--- src/verilog/rst_seq_pkg.sv ---
package rst_seq_pkg;
    localparam int STARTUP_CYCLES = 1024;
    localparam int STARTUP_W = 11;
    localparam logic [STARTUP_W-1:0] STARTUP_LAST = 11'(STARTUP_CYCLES - 1);
    localparam logic [7:0] BANK_RESET = 8'h00;
    localparam logic [7:0] WDSEL_RESET = 8'h07;
    localparam logic [6:0] IRQ_CTL_RESET = 7'h00;
    localparam logic [7:0] PORT_RESET = 8'hFF;
    localparam logic [12:0] PC_RESET = 13'h0000;
    localparam logic [2:0] STACK_TOP = 3'h0;
    localparam logic [4:0] TMRC_RESET = 5'h08;

    typedef enum logic [3:0] {
        ST_RESET = 4'b0001,
        ST_DELAY = 4'b0010,
        ST_RUN = 4'b0100,
        ST_HALT = 4'b1000
    } seq_state_type;
endpackage

--- src/verilog/startup_delay_timer.sv ---
`timescale 1ns/1ps
module startup_delay_timer
    import rst_seq_pkg::*;
(
    input wire logic clk,
    input wire logic rst_n,
    input wire logic ce,
    input wire logic start,
    output logic busy,
    output logic done
);
    logic [STARTUP_W-1:0] count;

    always_ff @(posedge clk or negedge rst_n) begin
        if (!rst_n) begin
            count <= '0;
            busy <= 1'b0;
        end else if (ce) begin
            if (start) begin
                count <= '0;
                busy <= 1'b1;
            end else if (busy) begin
                if (count == STARTUP_LAST) begin
                    busy <= 1'b0;
                end
                count <= count + 11'h001;
            end
        end
    end

    assign done = busy && (count == STARTUP_LAST);
endmodule

--- src/verilog/mcu_reset_sequencer.sv ---
`timescale 1ns/1ps
module mcu_reset_sequencer
    import rst_seq_pkg::*;
(
    input wire logic clk,
    input wire logic arst_n,
    input wire logic ce,
    input wire logic external_reset_pin_n,
    input wire logic watchdog_timeout,
    input wire logic halt_entry,
    input wire logic watchdog_clear_instr,
    input wire logic wake_event,
    output logic core_reset,
    output logic fetch_enable,
    output logic halted,
    output logic warm_reset,
    output logic chip_reset,
    output logic pc_clear,
    output logic stack_index_reset,
    output logic watchdog_timer_clear,
    output logic prescaler_clear,
    output logic interrupt_disable,
    output logic timers_off,
    output logic ports_input_mode,
    output logic load_reset_values,
    output logic timeout_flag,
    output logic power_down_flag,
    output logic [12:0] pc_reset_value,
    output logic [2:0] stack_index_value,
    output logic [7:0] bank_select_reg,
    output logic [7:0] watchdog_select_reg,
    output logic [6:0] interrupt_control_reg,
    output logic [7:0] port_data_reset,
    output logic [7:0] port_control_reset,
    output logic [4:0] timer_control_reset
);
    logic rst_meta;
    logic rst_n;
    seq_state_type state;
    seq_state_type next_state;
    logic delay_start;
    logic delay_busy;
    logic delay_done;
    logic pin_low;
    logic full_reset;
    logic warm;

    // Release is synchronised so every flop reset by rst_n leaves reset on the same edge
    always_ff @(posedge clk or negedge arst_n) begin
        if (!arst_n) begin
            rst_meta <= 1'b0;
            rst_n <= 1'b0;
        end else begin
            rst_meta <= 1'b1;
            rst_n <= rst_meta;
        end
    end

    assign pin_low = !external_reset_pin_n;
    // Full reset: pin in any state, watchdog only while running
    assign full_reset = pin_low || (watchdog_timeout && state == ST_RUN);
    assign warm = watchdog_timeout && state == ST_HALT && !pin_low;

    always_comb begin
        next_state = state;
        delay_start = 1'b0;
        unique case (state)
            ST_RESET: begin
                if (!pin_low) begin
                    next_state = ST_DELAY;
                    delay_start = 1'b1;
                end
            end
            ST_DELAY: begin
                if (pin_low) begin
                    next_state = ST_RESET;
                end else if (delay_done) begin
                    next_state = ST_RUN;
                end else if (!delay_busy) begin
                    // Idle timer here means a lost start: restart, never skip
                    delay_start = 1'b1;
                end
            end
            ST_RUN: begin
                // Any reset cause outranks halt entry in the same cycle
                if (full_reset) begin
                    // Watchdog has no hold phase, so delay starts at once
                    next_state = pin_low ? ST_RESET : ST_DELAY;
                    delay_start = !pin_low;
                end else if (halt_entry) begin
                    next_state = ST_HALT;
                end
            end
            ST_HALT: begin
                // Pin outranks the watchdog, so a pressed pin never gives a warm reset
                if (pin_low) begin
                    next_state = ST_RESET;
                end else if (warm || wake_event) begin
                    next_state = ST_DELAY;
                    delay_start = 1'b1;
                end
            end
            default: next_state = ST_RESET;
        endcase
    end

    always_ff @(posedge clk or negedge rst_n) begin
        if (!rst_n) begin
            state <= ST_RESET;
        end else if (ce) begin
            state <= next_state;
        end
    end

    startup_delay_timer u_startup (
        .clk(clk),
        .rst_n(rst_n),
        .ce(ce),
        .start(delay_start),
        .busy(delay_busy),
        .done(delay_done)
    );

    // Flags: power-up gives 00 via reset
    // A pin press in a wake delay keeps the flags: halt has already been left
    always_ff @(posedge clk or negedge rst_n) begin
        if (!rst_n) begin
            timeout_flag <= 1'b0;
            power_down_flag <= 1'b0;
        end else if (ce) begin
            if (state == ST_HALT && pin_low) begin
                timeout_flag <= 1'b0;
                power_down_flag <= 1'b1;
            end else if (warm) begin
                timeout_flag <= 1'b1;
                power_down_flag <= 1'b1;
            end else if (state == ST_RUN && watchdog_timeout && !pin_low) begin
                timeout_flag <= 1'b1;
            end else if (state == ST_RUN && !full_reset) begin
                if (halt_entry) begin
                    power_down_flag <= 1'b1;
                    timeout_flag <= 1'b0;
                end else if (watchdog_clear_instr) begin
                    power_down_flag <= 1'b0;
                end
            end
        end
    end

    // Remembers whether the pending delay follows a full reset
    always_ff @(posedge clk or negedge rst_n) begin
        if (!rst_n) begin
            chip_reset <= 1'b1;
        end else if (ce) begin
            if (next_state == ST_RESET || (state == ST_RUN && full_reset)) begin
                chip_reset <= 1'b1;
            end else if (state == ST_DELAY && delay_done) begin
                chip_reset <= 1'b0;
            end
        end
    end

    // One-cycle pulse: state has left HALT by the next edge
    always_ff @(posedge clk or negedge rst_n) begin
        if (!rst_n) begin
            warm_reset <= 1'b0;
        end else if (ce) begin
            warm_reset <= warm && !pin_low;
        end
    end

    // Core held through reset and delay of a full reset
    assign core_reset = (state == ST_RESET) || (state == ST_DELAY && chip_reset);
    assign fetch_enable = (state == ST_RUN);
    assign halted = (state == ST_HALT);
    assign pc_clear = core_reset || warm_reset;
    assign stack_index_reset = core_reset || warm_reset;
    assign watchdog_timer_clear = core_reset;
    assign prescaler_clear = core_reset;
    assign interrupt_disable = core_reset;
    assign timers_off = core_reset;
    assign ports_input_mode = core_reset;
    assign load_reset_values = core_reset;

    // Reset values; warm reset never asserts load_reset_values
    // Consumers load these only while load_reset_values is high
    always_ff @(posedge clk or negedge rst_n) begin
        if (!rst_n) begin
            pc_reset_value <= PC_RESET;
            stack_index_value <= STACK_TOP;
            bank_select_reg <= BANK_RESET;
            watchdog_select_reg <= WDSEL_RESET;
            interrupt_control_reg <= IRQ_CTL_RESET;
            port_data_reset <= PORT_RESET;
            port_control_reset <= PORT_RESET;
            timer_control_reset <= TMRC_RESET;
        end else if (ce) begin
            pc_reset_value <= PC_RESET;
            stack_index_value <= STACK_TOP;
            bank_select_reg <= BANK_RESET;
            watchdog_select_reg <= WDSEL_RESET;
            interrupt_control_reg <= IRQ_CTL_RESET;
            port_data_reset <= PORT_RESET;
            port_control_reset <= PORT_RESET;
            timer_control_reset <= TMRC_RESET;
        end
    end
endmodule

--- config.mk ---
export PLATFORM = sky130hd
export DESIGN_NAME = mcu_reset_sequencer
export DESIGN_NICKNAME = d
export VERILOG_FILES = /design/src/verilog/rst_seq_pkg.sv /design/src/verilog/startup_delay_timer.sv /design/src/verilog/mcu_reset_sequencer.sv
export SDC_FILE = /design/constraint.sdc
export NUM_CORES = 1
export LEC_CHECK = 0
export ABC_AREA = 1
export CELL_PAD_IN_SITES_DETAIL_PLACEMENT = 0
export CELL_PAD_IN_SITES_GLOBAL_PLACEMENT = 2
export CORE_ASPECT_RATIO = 0.5
export CORE_MARGIN = 1
export CORE_UTILIZATION = 36
export CTS_CLUSTER_DIAMETER = 30
export DETAILED_ROUTE_END_ITERATION = 7
export DONT_BUFFER_PORTS = 1
export GPL_TIMING_DRIVEN = 1
export PLACE_DENSITY_LB_ADDON = 0.3
export SLEW_MARGIN = 20
export SYNTH_ARGS = -nofsm -noshare
export SYNTH_HDL_FRONTEND = slang
export SYNTH_SLANG_ARGS = --single-unit
--- constraint.sdc ---
create_clock -name clk -period 3.04 [get_ports clk]
set_clock_uncertainty 0.15 [all_clocks]
set_input_delay 0.456 -clock clk [delete_from_list [all_inputs] [get_ports clk]]
set_output_delay 0.456 -clock clk [all_outputs]
set_load 0.005 [all_outputs]
==> metrics.md <==
| Metric | Value |
|---|---|
| Clock tree from TritonCTS | built |
| Number of filler cells placed in the layout | ~540 |
| RSZ-0062 raised after global routing | false |
| Hold Crit Class | in2reg |
| Area share of the largest cell type after synthesis | between 20 and 30% |
| Overall power | roughly 0.81 mW |
| CTS clk-pin slew, worst paths | around 0.09 ns |
| Vias in the first global route | 1159 |
| CTS Root Cell | sky130_fd_sc_hd__clkbuf_8 |
| Pin count of the biggest net entering global routing | 21 |
| Floorplan die area | roughly 0.0055 mm^2 |
| Worst-path fanout max | 8 |
| Required time of the critical path | 2.43 ns |
| Antenna violations before repair | 0 |
| Average wire per cell in the routed design | about 11 um |
| Max Clock Freq | approximately 410 MHz |
| Number of buffers added on ports | 0 |
| Setup slack after placement | roughly 0.94 ns |
| Number of post-CTS setup repair buffers | 0 |
| Total routing resource utilization after global routing | 13.2% |
| Clock group share of total power | 34.9% |
| Part of the Yosys area used for sequential elements | 29.3% |
| Final TNS setup | 0 ns |
| Die X | 104 um |
| Summed instance area of the synthesized netlist | between 0.0015 and 0.002 mm^2 |
| End of the worst register-to-register path | chip_reset |
| Routed Antenna Nets | 0 |
| Class of the most critical setup path | reg2out |
| CTS Buf Count | 3 |
| Area growth from synthesis to layout | -7.43% |
| Max-capacitance violation count | 0 |
| Switching component of the power | roughly 0.26 mW |
| Peak supply drop | about 0.00016 V |
| Count of cells resized by post-cts repair | 0 |
| TritonRoute pass-1 iters | 4 |
| Std-Cell Rows | 18 |
| Post-route DRC | 0 |
| Number of max-slew violations in the final report | 0 |
| Maximum clock insertion buffer count | 2 |
| Global placer's final weighted congestion | 0.703 |
| HPWL after detailed placement | 2.45 mm |
| Yosys reg bits | 22 |
| Area leader, netlist | sky130_fd_sc_hd__buf_4 |
| Remaining global-route overflow | 0 |
| Reg2Reg Setup Slack | between 1 and 1.5 ns |
| Category of the worst setup path capture point | primary output |
| Vertical extent of the die | 53.2 um |
| Average vias per placed instance | 4.06 |
| Power share of the combinational group | around a fifth |
| Power per cell area | ~470 mW/mm^2 |
| Dominant cells by area after synthesis | sky130_fd_sc_hd__buf_4 27%, sky130_fd_sc_hd__dfrtp_1 27%, sky130_fd_sc_hd__nand2_1 9.2% |
| Post-synthesis cell type count | 34 |
| Util after Layout | between 30% and 40% |
| Data arrival time of the worst path | 1.80 ns |
| Cell-internal power | between 0.5 and 0.6 mW |
| Leak | approximately 0.94 nW |
| Tcrit/Tclk final | between 70% and 80% |
| Final WL | about 3.3 mm |
| FF-to-FF Start | u_startup.count[0] |
| Startpoint of the worst hold path | ce |
| Detailed router's first-iteration violation count | 63 |
| Starting utilization of the core area | roughly 38% |
| Num Clock Sinks | 22 |
| Fraction of final layout cells sized beyond drive strength 1 | approximately a tenth |
| Routed via count | around 1300 |
| Net count, final | ~250 |
| Number of endpoints with negative hold slack in the final report | 0 |
| Switching power share of the total | around a third |
| Clock period minus worst slack | roughly 2.4 ns |
| Min-Delay Path Depth | 1 |
| Endpoint of the worst hold path | state[0] |
| Number of antenna repair diodes | 0 |
| Tightest Pin Transition | between 0.8 and 0.9 ns |
| Outcome | completed |
| Post-synthesis average cell area | just under 8 um^2 |
| Cells after Synth | ~250 |
| R2r worst-path depth | 6 |
| Relative slew slack | between 40% and 50% |
| Sequential power share | 45.9% |
| Count of final setup violators | 0 |
| First-pass GRT wire length | 5.64 mm |
| Crit path setup slack, layout | 0.629 ns |
| Critical Path Source Type | register |
| I/O pin count | 83 |
| Synth warn | 0 |
| Standard cell core area | approximately 0.005 mm^2 |
| Number of levels the H-tree was split into | 1 |
| Source-to-sink clock delay at the later pin of the worst-skew pair | between 0.2 and 0.3 ns |
per-stage QoR:
stage	hold WS (ns)	instance area (um^2)	std cells
floorplan	0.0104	2110	304
global placement	0.0105	1660	303
detailed placement	0.0105	1660	303
CTS	0.0745	1750	308
global route	0.0705	1750	308
finish	0.0848	1750	308
state kept, by name, indices dropped and copies added (netlist names):
name,cells
chip_reset,1
power_down_flag,1
rst_meta,1
rst_n,1
state,4
timeout_flag,1
u_startup.busy,1
u_startup.count,11
warm_reset,1
per-layer routing:
metal / track usage (%) / up-vias / routed length (um)
li1: - / 617 / -
met1: 15.4 / 565 / 1540
met2: 24.9 / 62 / 1490
met3: 2.83 / 7 / 225
met4: 3.81 / 0 / 29
met5: 0 / - / 0
layout make-up:
class	count	area, um^2	share of cell area, %
clock buffers	3	41.3	2.37
inverters	27	104	5.95
repair buffers	1	10.0	0.573
clock inverters	1	30.0	1.72
flip-flops and latches	22	553	31.7
well taps	70	87.6	5.02
multi-input cells	184	920	52.7
cells by family (layout without fill, tap and decap cells):
family	Yosys count	count (layout)	share of synthesized area (%)
and+or+nand+nor	99	99	27.0
buffers and inverters	98	32	33.6
DFF	22	22	29.3
AOI/OAI and AO/OA	17	17	6.17
xor gates and xnor gates	6	6	2.79
other	2	61	0.398
adders and majority gates	1	1	0.663
power groups by stage:
stage | sequential, mW | combinational, mW | clock (mW)
2_1_floorplan | 0.368 | 0.216 | 0
3_3_place_gp | 0.377 | 0.151 | 0
3_5_place_dp | 0.381 | 0.155 | 0
4_1_cts | 0.375 | 0.157 | 0.295
5_1_grt | 0.382 | 0.185 | 0.304
6_report | 0.374 | 0.156 | 0.284
worst max-delay path: stages (launching register included):
cell,delay (ns)
sky130_fd_sc_hd__dfstp_2,0.55
sky130_fd_sc_hd__inv_1,0.07
sky130_fd_sc_hd__nand3_2,0.14
sky130_fd_sc_hd__inv_1,0.05
sky130_fd_sc_hd__nand2_1,0.05
sky130_fd_sc_hd__nand2_1,0.25
sky130_fd_sc_hd__or2_2,0.41
how the worst max path moves through the flow:
| stage | startpoint | endpoint | slack [ns] | depth (start not counted) |
|---|---|---|---|---|
| 2_1_floorplan | state[0] | stack_index_reset | 1.06 | 7 |
| 5_1_grt | state[0] | pc_clear | 0.44 | 6 |
| 6_report | state[0] | pc_clear | 0.63 | 6 |
| 4_1_cts | state[0] | pc_clear | 0.62 | 6 |
| 3_5_place_dp | state[0] | stack_index_reset | 0.94 | 6 |
| 3_3_place_gp | state[0] | pc_clear | 0.96 | 6 |
layout by cell type, fill, tap and decap left out, types with 3 or more instances in the layout:
| cell | count |
|---|---|
| sky130_fd_sc_hd__clkbuf_8 | 3 |
| sky130_fd_sc_hd__nand4_1 | 6 |
| sky130_fd_sc_hd__nor2_1 | 17 |
| sky130_fd_sc_hd__dfrtp_1 | 20 |
| sky130_fd_sc_hd__nor2_4 | 3 |
| sky130_fd_sc_hd__nor2_2 | 3 |
| sky130_fd_sc_hd__inv_1 | 24 |
| sky130_fd_sc_hd__conb_1 | 61 |
| sky130_fd_sc_hd__o21ai_0 | 8 |
| sky130_fd_sc_hd__xor2_1 | 4 |
| sky130_fd_sc_hd__nand2_4 | 3 |
| sky130_fd_sc_hd__nand2_1 | 46 |
| sky130_fd_sc_hd__nand3_1 | 14 |
cells in the mapped netlist:
library cell / instances
sky130_fd_sc_hd__o2111ai_1: 1
sky130_fd_sc_hd__nor3_1: 1
sky130_fd_sc_hd__nor2_8: 1
sky130_fd_sc_hd__dfstp_2: 2
sky130_fd_sc_hd__nand2_1: 46
sky130_fd_sc_hd__xor2_1: 4
sky130_fd_sc_hd__clkbuf_2: 1
sky130_fd_sc_hd__o31ai_1: 2
sky130_fd_sc_hd__dfrtp_1: 20
sky130_fd_sc_hd__o21ai_0: 8
sky130_fd_sc_hd__nor2_2: 3
sky130_fd_sc_hd__a21oi_4: 1
sky130_fd_sc_hd__ha_1: 1
sky130_fd_sc_hd__nor2_4: 3
sky130_fd_sc_hd__nand3_2: 2
sky130_fd_sc_hd__or2_2: 1
sky130_fd_sc_hd__a31oi_1: 2
sky130_fd_sc_hd__clkinv_1: 1
sky130_fd_sc_hd__nand3_1: 14
sky130_fd_sc_hd__nor3_2: 1
sky130_fd_sc_hd__nand2_4: 3
sky130_fd_sc_hd__inv_4: 1
sky130_fd_sc_hd__buf_4: 68
sky130_fd_sc_hd__o211ai_1: 2
sky130_fd_sc_hd__nand4_1: 6
sky130_fd_sc_hd__nor2_1: 17
sky130_fd_sc_hd__xnor2_1: 2
sky130_fd_sc_hd__o21ai_2: 1
sky130_fd_sc_hd__conb_1: 2
sky130_fd_sc_hd__buf_6: 1
sky130_fd_sc_hd__inv_1: 24
sky130_fd_sc_hd__nand3_4: 1
sky130_fd_sc_hd__clkbuf_1: 1
sky130_fd_sc_hd__inv_2: 1
repair_timing:
action | in CTS | in global routing
setup endpoints to repair | 0 | 0
hold endpoints to repair | 2 | 0
hold buffers | 1 | 0
Power figures use the tool's default switching activity.
